[config.mk]
export PLATFORM = sky130hd
export DESIGN_NAME = auc_core
export DESIGN_NICKNAME = d
export VERILOG_FILES = /design/src/auc_pkg.sv /design/src/auc_core.sv
export SDC_FILE = /design/constraint.sdc
export NUM_CORES = 1
export LEC_CHECK = 0
export CORE_MARGIN = 3
export CORE_UTILIZATION = 58
export CTS_CLUSTER_SIZE = 40
export DETAILED_ROUTE_END_ITERATION = 7
export DONT_BUFFER_PORTS = 1
export HOLD_SLACK_MARGIN = 0.05
export PLACE_DENSITY = 0.76
export RECOVER_POWER = 100
export SKIP_LAST_GASP = 1
export SYNTH_ARGS = -nofsm -noshare
export SYNTH_HDL_FRONTEND = slang
export SYNTH_SLANG_ARGS = --single-unit
export TNS_END_PERCENT = 30
[constraint.sdc]
create_clock -name clk -period 4.4 [get_ports clk]
set_clock_uncertainty 0.05 [all_clocks]
set_input_delay 0.88 -clock clk [delete_from_list [all_inputs] [get_ports clk]]
set_output_delay 0.88 -clock clk [all_outputs]
set_load 0.01 [all_outputs]
[src/auc_pkg.sv]
`default_nettype none
package auc_pkg;
  // Register byte offsets
  localparam logic [7:0] AUC_TXCS_OFS = 8'h00;
  localparam logic [7:0] AUC_RXCS_OFS = 8'h04;
  localparam logic [7:0] AUC_DIV_OFS = 8'h08;
  localparam logic [7:0] AUC_TXDATA_OFS = 8'h0c;
  localparam logic [7:0] AUC_RXBUF_OFS = 8'h10;
  localparam logic [7:0] AUC_STAT_OFS = 8'h14;
  // Reset values and writable masks
  localparam logic [7:0] AUC_TXCS_RST = 8'h02;
  localparam logic [7:0] AUC_RXCS_RST = 8'h00;
  localparam logic [7:0] AUC_DIV_RST = 8'h00;
  localparam logic [7:0] AUC_TXCS_WMASK = 8'hf5;
  localparam logic [7:0] AUC_RXCS_WMASK = 8'hf8;
  // Bit timing
  localparam logic [3:0] AUC_OS_LAST = 4'hf;
  localparam logic [1:0] AUC_LOW_PRE_LAST = 2'h3;
  localparam logic [3:0] AUC_VOTE_A = 4'h7;
  localparam logic [3:0] AUC_VOTE_B = 4'h8;
  localparam logic [3:0] AUC_VOTE_C = 4'h9;
  localparam logic [3:0] AUC_ASYNC_BITS8 = 4'ha;
  localparam logic [3:0] AUC_ASYNC_BITS9 = 4'hb;
  localparam logic [3:0] AUC_SYNC_BITS8 = 4'h8;
  localparam logic [3:0] AUC_SYNC_BITS9 = 4'h9;
  // AXI responses
  localparam logic [1:0] AUC_RESP_OKAY = 2'b00;
  localparam logic [1:0] AUC_RESP_SLVERR = 2'b10;

  typedef struct packed {
    logic clock_source_select;
    logic transmit_nine_bit_select;
    logic transmit_enable;
    logic sync_mode;
    logic unused3;
    logic high_speed_select;
    logic shifter_empty;
    logic transmit_ninth_bit;
  } auc_txcs_t;

  typedef struct packed {
    logic port_enable;
    logic receive_nine_bit_select;
    logic single_receive_enable;
    logic continuous_receive_enable;
    logic address_detect_enable;
    logic framing_error;
    logic overrun_error;
    logic received_ninth_bit;
  } auc_rxcs_t;

  typedef struct packed {
    logic o;
    logic oe_n;
  } auc_pin_out_t;

  typedef enum logic [1:0] {AUC_RX_IDLE, AUC_RX_START, AUC_RX_BITS} auc_rx_state_t;

  function automatic logic auc_majority(input logic a, input logic b, input logic c);
    return (a & b) | (a & c) | (b & c);
  endfunction : auc_majority
endpackage : auc_pkg
`default_nettype wire

[src/auc_core.sv]
// The register addresses and the AXI4-Lite interface to the registers were decided locally.
`timescale 1ns/1ns
`default_nettype none
module auc_core
  import auc_pkg::*;
#(
  parameter int DIV_W = 8,
  parameter int ADDR_W = 8
) (
  input wire logic clk,
  input wire logic rst,
  input wire logic [ADDR_W-1:0] s_axi_awaddr,
  input wire logic s_axi_awvalid,
  output logic s_axi_awready,
  input wire logic [31:0] s_axi_wdata,
  input wire logic [3:0] s_axi_wstrb,
  input wire logic s_axi_wvalid,
  output logic s_axi_wready,
  output logic [1:0] s_axi_bresp,
  output logic s_axi_bvalid,
  input wire logic s_axi_bready,
  input wire logic [ADDR_W-1:0] s_axi_araddr,
  input wire logic s_axi_arvalid,
  output logic s_axi_arready,
  output logic [31:0] s_axi_rdata,
  output logic [1:0] s_axi_rresp,
  output logic s_axi_rvalid,
  input wire logic s_axi_rready,
  input wire logic transmit_clock_pin_i,
  output var auc_pin_out_t transmit_clock_pin,
  input wire logic receive_data_pin_i,
  output var auc_pin_out_t receive_data_pin
);

  if (DIV_W < 1 || DIV_W > 8 || ADDR_W < 5 || ADDR_W > 8) begin : g_chk
    $error("auc_core: DIV_W must be 1..8 and ADDR_W 5..8");
  end

  function automatic logic hit(input logic [ADDR_W-1:0] a, input logic [7:0] ofs);
    return {a[ADDR_W-1:2], 2'b00} == ofs[ADDR_W-1:0];
  endfunction : hit

  auc_txcs_t txcs_reg;
  auc_rxcs_t rxcs_reg;
  auc_txcs_t txcs_view;
  logic [DIV_W-1:0] div_reg;
  logic [7:0] tx_hold_reg;
  logic tx_hold_full_reg;
  logic [7:0] rx_buf_reg;
  logic rx_full_reg;

  // AXI4-Lite slave
  logic aw_have_reg, w_have_reg, bvalid_reg, rvalid_reg;
  logic [ADDR_W-1:0] aw_addr_reg;
  logic [31:0] w_data_reg, rdata_reg;
  logic w_lane0_reg;
  logic [1:0] bresp_reg, rresp_reg;
  logic wr_fire, wr_en, ar_fire;
  logic w_txcs, w_rxcs, w_div, w_txd, rd_rxbuf, wr_mapped, rd_mapped;
  logic [31:0] rd_val;

  assign s_axi_awready = !aw_have_reg;
  assign s_axi_wready = !w_have_reg;
  assign s_axi_bvalid = bvalid_reg;
  assign s_axi_bresp = bresp_reg;
  assign s_axi_arready = !rvalid_reg;
  assign s_axi_rvalid = rvalid_reg;
  assign s_axi_rdata = rdata_reg;
  assign s_axi_rresp = rresp_reg;
  assign wr_fire = aw_have_reg && w_have_reg && !bvalid_reg;
  assign wr_en = wr_fire && w_lane0_reg;
  assign ar_fire = s_axi_arvalid && !rvalid_reg;
  assign w_txcs = wr_en && hit(aw_addr_reg, AUC_TXCS_OFS);
  assign w_rxcs = wr_en && hit(aw_addr_reg, AUC_RXCS_OFS);
  assign w_div = wr_en && hit(aw_addr_reg, AUC_DIV_OFS);
  assign w_txd = wr_en && hit(aw_addr_reg, AUC_TXDATA_OFS);
  assign rd_rxbuf = ar_fire && hit(s_axi_araddr, AUC_RXBUF_OFS);
  assign wr_mapped = hit(aw_addr_reg, AUC_TXCS_OFS) || hit(aw_addr_reg, AUC_RXCS_OFS) ||
                     hit(aw_addr_reg, AUC_DIV_OFS) || hit(aw_addr_reg, AUC_TXDATA_OFS) ||
                     hit(aw_addr_reg, AUC_RXBUF_OFS) || hit(aw_addr_reg, AUC_STAT_OFS);
  assign rd_mapped = hit(s_axi_araddr, AUC_TXCS_OFS) || hit(s_axi_araddr, AUC_RXCS_OFS) ||
                     hit(s_axi_araddr, AUC_DIV_OFS) || hit(s_axi_araddr, AUC_TXDATA_OFS) ||
                     hit(s_axi_araddr, AUC_RXBUF_OFS) || hit(s_axi_araddr, AUC_STAT_OFS);

  always_ff @(posedge clk or posedge rst) begin
    if (rst) begin
      aw_have_reg <= 1'b0;
      aw_addr_reg <= '0;
      w_have_reg <= 1'b0;
      w_data_reg <= 32'h0;
      w_lane0_reg <= 1'b0;
      bvalid_reg <= 1'b0;
      bresp_reg <= AUC_RESP_OKAY;
    end else begin
      if (s_axi_awvalid && !aw_have_reg) begin
        aw_have_reg <= 1'b1;
        aw_addr_reg <= s_axi_awaddr;
      end else if (wr_fire) begin
        aw_have_reg <= 1'b0;
      end
      if (s_axi_wvalid && !w_have_reg) begin
        w_have_reg <= 1'b1;
        w_data_reg <= s_axi_wdata;
        w_lane0_reg <= s_axi_wstrb[0];
      end else if (wr_fire) begin
        w_have_reg <= 1'b0;
      end
      if (wr_fire) begin
        bvalid_reg <= 1'b1;
        bresp_reg <= wr_mapped ? AUC_RESP_OKAY : AUC_RESP_SLVERR;
      end else if (s_axi_bready) begin
        bvalid_reg <= 1'b0;
      end
    end
  end

  // Mode decode
  logic en, sync_m, master, sync_rx_req, tx_allowed;
  assign en = rxcs_reg.port_enable;
  assign sync_m = txcs_reg.sync_mode;
  assign master = sync_m && txcs_reg.clock_source_select;
  assign sync_rx_req = sync_m && en && (rxcs_reg.continuous_receive_enable ||
                       (master && rxcs_reg.single_receive_enable));
  assign tx_allowed = en && txcs_reg.transmit_enable && !sync_rx_req;

  // Baud timer
  logic [DIV_W-1:0] brg_cnt_reg;
  logic [1:0] pre_reg;
  logic brg_tick, os_tick, half_tick;
  assign brg_tick = brg_cnt_reg == div_reg;
  assign os_tick = brg_tick && (txcs_reg.high_speed_select || pre_reg == AUC_LOW_PRE_LAST);
  assign half_tick = brg_tick && pre_reg[0];

  always_ff @(posedge clk or posedge rst) begin
    if (rst) begin
      brg_cnt_reg <= '0;
      pre_reg <= 2'h0;
    end else if (w_div) begin
      brg_cnt_reg <= '0;
      pre_reg <= 2'h0;
    end else begin
      brg_cnt_reg <= brg_tick ? '0 : brg_cnt_reg + 1'b1;
      pre_reg <= brg_tick ? pre_reg + 2'h1 : pre_reg;
    end
  end

  // Synchronous clock events
  logic sclk_reg, sclk_prev_reg, sync_busy, rise_evt, fall_evt;
  logic [10:0] tx_sh_reg;
  logic [3:0] tx_left_reg, tx_os_reg;
  logic tx_active, tx_load, sync_rx_run;
  assign tx_active = tx_left_reg != 4'h0;
  assign sync_busy = en && ((tx_active && sync_m) || sync_rx_req || sclk_reg);
  assign rise_evt = master ? (half_tick && sync_busy && !sclk_reg) :
                    (sync_m && transmit_clock_pin_i && !sclk_prev_reg);
  assign fall_evt = master ? (half_tick && sync_busy && sclk_reg) :
                    (sync_m && !transmit_clock_pin_i && sclk_prev_reg);
  assign sync_rx_run = sync_rx_req;

  always_ff @(posedge clk or posedge rst) begin
    if (rst) begin
      sclk_reg <= 1'b0;
      sclk_prev_reg <= 1'b0;
    end else begin
      sclk_prev_reg <= transmit_clock_pin_i;
      if (!master || !en) begin
        sclk_reg <= 1'b0;
      end else if (half_tick && sync_busy) begin
        sclk_reg <= !sclk_reg;
      end
    end
  end

  // Transmitter
  assign tx_load = tx_allowed && tx_hold_full_reg && !tx_active;

  always_ff @(posedge clk or posedge rst) begin
    if (rst) begin
      tx_sh_reg <= 11'h7ff;
      tx_left_reg <= 4'h0;
      tx_os_reg <= 4'h0;
    end else if (!en) begin
      tx_left_reg <= 4'h0;
    end else if (tx_load) begin
      tx_os_reg <= 4'h0;
      if (sync_m) begin
        tx_sh_reg <= {2'b00, txcs_reg.transmit_ninth_bit, tx_hold_reg};
        tx_left_reg <= txcs_reg.transmit_nine_bit_select ? AUC_SYNC_BITS9 : AUC_SYNC_BITS8;
      end else begin
        tx_sh_reg <= {1'b1, txcs_reg.transmit_nine_bit_select ? txcs_reg.transmit_ninth_bit :
                      1'b1, tx_hold_reg, 1'b0};
        tx_left_reg <= txcs_reg.transmit_nine_bit_select ? AUC_ASYNC_BITS9 :
                       AUC_ASYNC_BITS8;
      end
    end else if (tx_active && !sync_m && os_tick) begin
      tx_os_reg <= tx_os_reg + 4'h1;
      if (tx_os_reg == AUC_OS_LAST) begin
        tx_sh_reg <= {1'b1, tx_sh_reg[10:1]};
        tx_left_reg <= tx_left_reg - 4'h1;
      end
    end else if (tx_active && sync_m && !sync_rx_req) begin
      // Count bits on the fall so data holds past the last rise
      if (fall_evt) begin
        tx_sh_reg <= {1'b1, tx_sh_reg[10:1]};
        tx_left_reg <= tx_left_reg - 4'h1;
      end
    end
  end

  // Receivers
  auc_rx_state_t rx_state_reg;
  logic [3:0] rx_os_reg, rx_idx_reg, rx_last;
  logic [1:0] rx_samp_reg;
  logic [8:0] rx_sh_reg, rx_word;
  logic rx_vote, async_done, sync_done, char_done, accept, ovr_set;
  assign rx_last = rxcs_reg.receive_nine_bit_select ? 4'h9 : 4'h8;
  assign rx_vote = auc_majority(rx_samp_reg[1], rx_samp_reg[0], receive_data_pin_i);
  assign async_done = rx_state_reg == AUC_RX_BITS && os_tick && rx_os_reg == AUC_VOTE_C &&
                      rx_idx_reg == rx_last;
  assign sync_done = sync_rx_run && rise_evt && rx_idx_reg == rx_last - 4'h1;
  assign char_done = async_done || sync_done;
  always_comb begin
    rx_word = rx_sh_reg;
    if (sync_done) begin
      rx_word[rx_idx_reg] = receive_data_pin_i;
    end
    if (!rxcs_reg.receive_nine_bit_select) begin
      rx_word[8] = 1'b0;
    end
  end
  assign accept = char_done && !(!sync_m && rxcs_reg.receive_nine_bit_select &&
                  rxcs_reg.address_detect_enable && !rx_word[8]);
  assign ovr_set = accept && rx_full_reg && !rd_rxbuf;

  always_ff @(posedge clk or posedge rst) begin
    if (rst) begin
      rx_state_reg <= AUC_RX_IDLE;
      rx_os_reg <= 4'h0;
      rx_idx_reg <= 4'h0;
      rx_samp_reg <= 2'b11;
      rx_sh_reg <= 9'h0;
    end else if (sync_m) begin
      rx_state_reg <= AUC_RX_IDLE;
      if (!sync_rx_run) begin
        rx_idx_reg <= 4'h0;
      end else if (rise_evt) begin
        rx_sh_reg[rx_idx_reg] <= receive_data_pin_i;
        rx_idx_reg <= sync_done ? 4'h0 : rx_idx_reg + 4'h1;
      end
    end else if (!en || !rxcs_reg.continuous_receive_enable) begin
      rx_state_reg <= AUC_RX_IDLE;
    end else begin
      case (rx_state_reg)
        AUC_RX_IDLE: begin
          rx_os_reg <= 4'h0;
          rx_idx_reg <= 4'h0;
          if (!receive_data_pin_i) begin
            rx_state_reg <= AUC_RX_START;
            rx_sh_reg <= 9'h0;
          end
        end
        AUC_RX_START, AUC_RX_BITS: begin
          if (os_tick) begin
            rx_os_reg <= rx_os_reg + 4'h1;
            if (rx_os_reg == AUC_VOTE_A || rx_os_reg == AUC_VOTE_B) begin
              rx_samp_reg <= {rx_samp_reg[0], receive_data_pin_i};
            end
            if (rx_os_reg == AUC_VOTE_C) begin
              if (rx_state_reg == AUC_RX_START) begin
                if (rx_vote) begin
                  rx_state_reg <= AUC_RX_IDLE;
                end
              end else if (rx_idx_reg == rx_last) begin
                rx_state_reg <= AUC_RX_IDLE;
              end else begin
                rx_sh_reg[rx_idx_reg] <= rx_vote;
                rx_idx_reg <= rx_idx_reg + 4'h1;
              end
            end
            if (rx_os_reg == AUC_OS_LAST) begin
              rx_state_reg <= AUC_RX_BITS;
            end
          end
        end
        default: rx_state_reg <= AUC_RX_IDLE;
      endcase
    end
  end

  // Registers
  always_ff @(posedge clk or posedge rst) begin
    if (rst) begin
      txcs_reg <= AUC_TXCS_RST;
      div_reg <= AUC_DIV_RST[DIV_W-1:0];
      tx_hold_reg <= 8'h0;
      tx_hold_full_reg <= 1'b0;
    end else begin
      if (w_txcs) begin
        txcs_reg <= (w_data_reg[7:0] & AUC_TXCS_WMASK) | (txcs_reg & ~AUC_TXCS_WMASK);
      end
      if (w_div) begin
        div_reg <= w_data_reg[DIV_W-1:0];
      end
      if (w_txd) begin
        tx_hold_reg <= w_data_reg[7:0];
        tx_hold_full_reg <= 1'b1;
      end else if (tx_load) begin
        tx_hold_full_reg <= 1'b0;
      end
    end
  end

  always_ff @(posedge clk or posedge rst) begin
    if (rst) begin
      rxcs_reg <= AUC_RXCS_RST;
      rx_buf_reg <= 8'h0;
      rx_full_reg <= 1'b0;
    end else begin
      if (w_rxcs) begin
        rxcs_reg <= (w_data_reg[7:0] & AUC_RXCS_WMASK) | (rxcs_reg & ~AUC_RXCS_WMASK);
      end else if (sync_done && master && !rxcs_reg.continuous_receive_enable) begin
        rxcs_reg.single_receive_enable <= 1'b0;
      end
      if (accept && !ovr_set) begin
        rx_buf_reg <= rx_word[7:0];
        rx_full_reg <= 1'b1;
        rxcs_reg.received_ninth_bit <= rx_word[8];
        rxcs_reg.framing_error <= async_done && !rx_vote;
      end else if (rd_rxbuf) begin
        rx_full_reg <= 1'b0;
      end
      if (ovr_set) begin
        rxcs_reg.overrun_error <= 1'b1;
      end else if (!rxcs_reg.continuous_receive_enable) begin
        rxcs_reg.overrun_error <= 1'b0;
      end
    end
  end

  // Read path
  always_comb begin
    txcs_view = txcs_reg;
    txcs_view.unused3 = 1'b0;
    txcs_view.shifter_empty = !tx_active;
    rd_val = 32'h0;
    if (hit(s_axi_araddr, AUC_TXCS_OFS)) begin
      rd_val[7:0] = txcs_view;
    end else if (hit(s_axi_araddr, AUC_RXCS_OFS)) begin
      rd_val[7:0] = rxcs_reg;
    end else if (hit(s_axi_araddr, AUC_DIV_OFS)) begin
      rd_val[DIV_W-1:0] = div_reg;
    end else if (hit(s_axi_araddr, AUC_TXDATA_OFS)) begin
      rd_val[7:0] = tx_hold_reg;
    end else if (hit(s_axi_araddr, AUC_RXBUF_OFS)) begin
      rd_val[7:0] = rx_buf_reg;
    end else if (hit(s_axi_araddr, AUC_STAT_OFS)) begin
      rd_val[1:0] = {tx_hold_full_reg, rx_full_reg};
    end
  end

  always_ff @(posedge clk or posedge rst) begin
    if (rst) begin
      rvalid_reg <= 1'b0;
      rdata_reg <= 32'h0;
      rresp_reg <= AUC_RESP_OKAY;
    end else if (ar_fire) begin
      rvalid_reg <= 1'b1;
      rdata_reg <= rd_val;
      rresp_reg <= rd_mapped ? AUC_RESP_OKAY : AUC_RESP_SLVERR;
    end else if (s_axi_rready) begin
      rvalid_reg <= 1'b0;
    end
  end

  // Pins
  always_ff @(posedge clk or posedge rst) begin
    if (rst) begin
      transmit_clock_pin <= 2'b11;
      receive_data_pin <= 2'b11;
    end else begin
      transmit_clock_pin.oe_n <= !en || (sync_m && !master);
      transmit_clock_pin.o <= sync_m ? sclk_reg : (!tx_active || tx_sh_reg[0]);
      receive_data_pin.oe_n <= !(en && sync_m && tx_active && !sync_rx_req);
      receive_data_pin.o <= tx_sh_reg[0];
    end
  end

  logic rd_txcs_reg;
  always_ff @(posedge clk or posedge rst) begin
    if (rst) begin
      rd_txcs_reg <= 1'b0;
    end else begin
      rd_txcs_reg <= ar_fire && hit(s_axi_araddr, AUC_TXCS_OFS);
    end
  end
endmodule : auc_core
`default_nettype wire

==> results.yml <==
clock_tree:
  clkSlewWorstSetupHoldPaths_ns: 0.06
  cts_sinks: 125
  cts-buffers-inserted: 17
  clock_latency_on_the_worst_skew_pair_ns: 0.42
  cts-root-buf: "clkbuf_16"
  clock_tree_from_tritoncts: "yes"
  cts-root-to-sink-buffers: 2
  number_of_buffers_inserted_for_hold_repair_after_clock_tree_synthesis: 0
  cts.repair_timing.setup_buffer_count: 0
  cts.htree.levels: 4
  cts_repair_resize_count: 0
floorplan:
  top_level_ports: 106
  fp.dieH_um: 116.3
  effective_utilization_at_floorplan_pct: 60.45
  die_boundary_width_um: 116.3
  std_cell_rows: 39
  die_area_um2: 13520
  placeableCoreArea_um2: 11660
pwr:
  power.ir.vdd_worst_mv: 0.4835
  power-per-cell-area_nw_per_um2: 577.6
  total_leakage_power_nw: 3.217
worst_hold_path:
  worstHoldPathCells: 0
  worst_hold_check_path_type: "reg -> reg"
  holdPathEnd: "receive_data_pin[1]$_DFF_PP1_"
  min_from: "tx_sh_reg[0]$_DFFE_PP1P_"
sta:
  rsz0062_at_grt: "no"
  slew_headroom_pct: -84.29
  tmin_final_ns: 3.595
  setup_violations: 0
  post-route-period-util_pct: 81.71
  timing_hold_violations_final: 0
  highest_clock_frequency_the_design_can_meet_mhz: 278.1
  layout_setup_ws_ns: 0.8046
  setup-tns-final_ns: 0
  worstMarginPinSlew_ns: 2.749
  slew_viol_final: 63
yosys:
  synth_enable_flop_cells: 0
  ys.warnings.count: 0
  synthesis.area_um2: 7051
  syn-instance-count: 711
  synth.distinct_cells: 82
  synthFlopType: "dfrtp_1"
  ys_ff_latch: 125
  synth_async_sr_flop_share_pct: 100.0
  synthesis.area_per_instance_um2: 9.916
  synth.yosys.seq_area_share_pct: 44.67
worst_setup_path:
  timing.critical_path.slowest_stage_cell: "dfrtp_1"
  worst_r2r_path_depth: 5
  timing.rr.start: "sync_m$_DFFE_PP0P_"
  data_arrival_time_of_the_worst_path_ns: 3.85
  critPathMaxStageDelay_ns: 0.82
  startpoint: "sync_m$_DFFE_PP0P_"
  worstPathRequired_ns: 4.65
  r2r_end: "rx_buf_reg[0]$_DFFE_PP0P_"
  r2r_slack_ns: 0.80
  crit_fanout: 19
  critPathKind: "reg -> reg"
  crit_path_cell_trace: "inv_1, or4b_1, a21oi_1, o21ai_2, mux2_1"
  start_kind: "register"
  kind_of_end_point_of_the_critical_path: "register"
place:
  dpl.cell_count: 823
  placer_congestion_estimate: 0.8867
  place.port_buffers: 0
  setup_slack_placement_ns: 1.212
  detailed_place.area_um2: 6992
  post-dp-hpwl_mm: 11.21
drt:
  detailed_route_wire_length_per_cell_um: 18.47
  routed-via-count: 5287
  viasPerCell: 6.184
  ant_nets: 0
  drt-pass1-iter-count: 6
  totalWireLength_mm: 15.79
  remaining_drc_errors: 0
  initial_detailed_routing_violation_count: 436
cells_and_area:
  synthToLayoutAreaGrowth_pct: 5.413
  postLayoutCoreUtil_pct: 63.73
  design.final.nets: 776
  num-fill-cells: 948
  stdcell_count: 855
  drive_above_1_share_pct: 14.61
  largest_register_ffs: 11
  insertedDiodeCount: 0
  final_design_area_excluding_fillers_um2: 7432
global_route:
  grt_overflow_total: 0
  grt_max_degree: 64
  groute.usage.overall_pct: 25.15
  grt_first_pass_wirelength_mm: 26.41
  antenna_violations_before_repair: 0
  vias_in_the_first_global_route: 5151
status:
  failed_checks: "capacitance limit, slew limit"
  status: "finished with violations"
job:
  max_cap_violations: 1
-- final cells by class --
type	count	area, um2	area share [%]
multi-input combinational	524	3401	45.76
sequential	125	3149	42.37
clock buffer	18	439.2	5.909
tap	143	178.9	2.407
clock inverter	14	118.9	1.599
inverter	27	102.6	1.380
timing repair buffer	4	42.54	0.5724
-- synth_stat cells (all sizes together) (3+ instances only) --
cell	count	area, um2
and2	3	18.77
xnor2	11	118.9
mux2i	16	160.2
nand2	100	382.9
o22ai	5	31.28
a21oi	41	216.5
a22o	3	26.28
o21ai	63	326.6
ha	16	200.2
o211ai	20	150.1
o21a	4	30.03
xor2	6	52.55
nand4	5	43.79
a211o	3	27.53
nor3b	3	38.79
nand3b	3	35.03
nand2b	15	93.84
dfrtp	108	2703
o31ai	3	22.52
clkbuf	21	80.07
a31oi	11	68.82
dfstp	17	446.7
o32ai	4	35.03
nand3	26	140.1
a21o	3	22.52
inv	27	101.3
buf	39	302.8
nor2b	4	25.02
nor2	36	145.1
nor4	4	31.28
mux2	51	611.8
and4	3	28.78
and3	6	42.54
nor3	6	41.29
-- report_power, final --
part / internal, mW / switching [mW] / total (mW) / leakage (nW)
logic: 0.464 / 0.623 / 1.09 / 1.36
clock network: 0.754 / 0.568 / 1.32 / 0.277
registers: 1.45 / 0.429 / 1.88 / 1.58
-- how the worst max path moves through the flow --
stage,endpoint,cells after the start,slack [ns]
floorplan,aw_addr_reg[2]$_DFFE_PP0P_,1,0.17
global placement,rx_samp_reg[1]$_DFFE_PP1P_,7,1.37
detailed placement,rx_samp_reg[1]$_DFFE_PP1P_,7,1.21
CTS,rx_samp_reg[1]$_DFFE_PP1P_,7,1.20
global route,rx_buf_reg[0]$_DFFE_PP0P_,5,0.51
finish,rx_buf_reg[0]$_DFFE_PP0P_,5,0.80
-- cell families (layout without fill, tap and decap cells) --
| kind of cell | Yosys count | in the layout | synth area share, % |
|---|---|---|---|
| other | 1 | 26 | 0.05319 |
| adders and majority gates | 17 | 17 | 2.981 |
| and+or+nand+nor | 225 | 225 | 16.75 |
| buffers and inverters | 87 | 63 | 6.867 |
| xor gates and xnor gates | 17 | 17 | 2.431 |
| muxes | 67 | 67 | 10.95 |
| DFF | 125 | 125 | 44.67 |
| AOI/OAI and AO/OA | 172 | 172 | 15.30 |
-- metal layers --
metal  track usage (%)  wire, um
met5                 0         0
met4             9.203       385
met3             7.047      1127
met2             38.86      7546
met1             34.08      6730
-- placed cells by master, fill, tap and decap left out, types with 6 or more instances in the layout --
| cell type | count |
|---|---|
| mux2_1 | 19 |
| mux2_2 | 32 |
| conb_1 | 26 |
| inv_1 | 26 |
| nor2_1 | 35 |
| o21ai_0 | 60 |
| a31oi_1 | 11 |
| xnor2_1 | 8 |
| mux2i_1 | 16 |
| o211ai_1 | 20 |
| nand2_1 | 100 |
| a21oi_1 | 41 |
| xor2_1 | 6 |
| dfstp_2 | 12 |
| dfrtp_1 | 108 |
| nand2b_1 | 15 |
| clkbuf_16 | 17 |
| nand3_1 | 26 |
| ha_1 | 16 |
| inv_6 | 7 |
-- critical path, delay by kind of cell, from the launching register on --
| kind | cells | cell delay [ns] |
|---|---|---|
| buffers and inverters | 1 | 0.51 |
| AND/OR/NAND/NOR | 1 | 0.68 |
| flip-flops | 1 | 0.82 |
| AO/OA/AOI/OAI | 2 | 1.02 |
| multiplexers | 1 | 0.39 |
-- metrics by stage --
step                      power, mW  hold slack [ns]
after floorplan               2.708           0.3072
after global placement        2.959           0.3270
after detailed placement      3.023           0.3285
after CTS                     4.360           0.3370
after global routing          4.534           0.3767
final                         4.293           0.3612
Note: power is estimated with default switching activity, not from simulation.
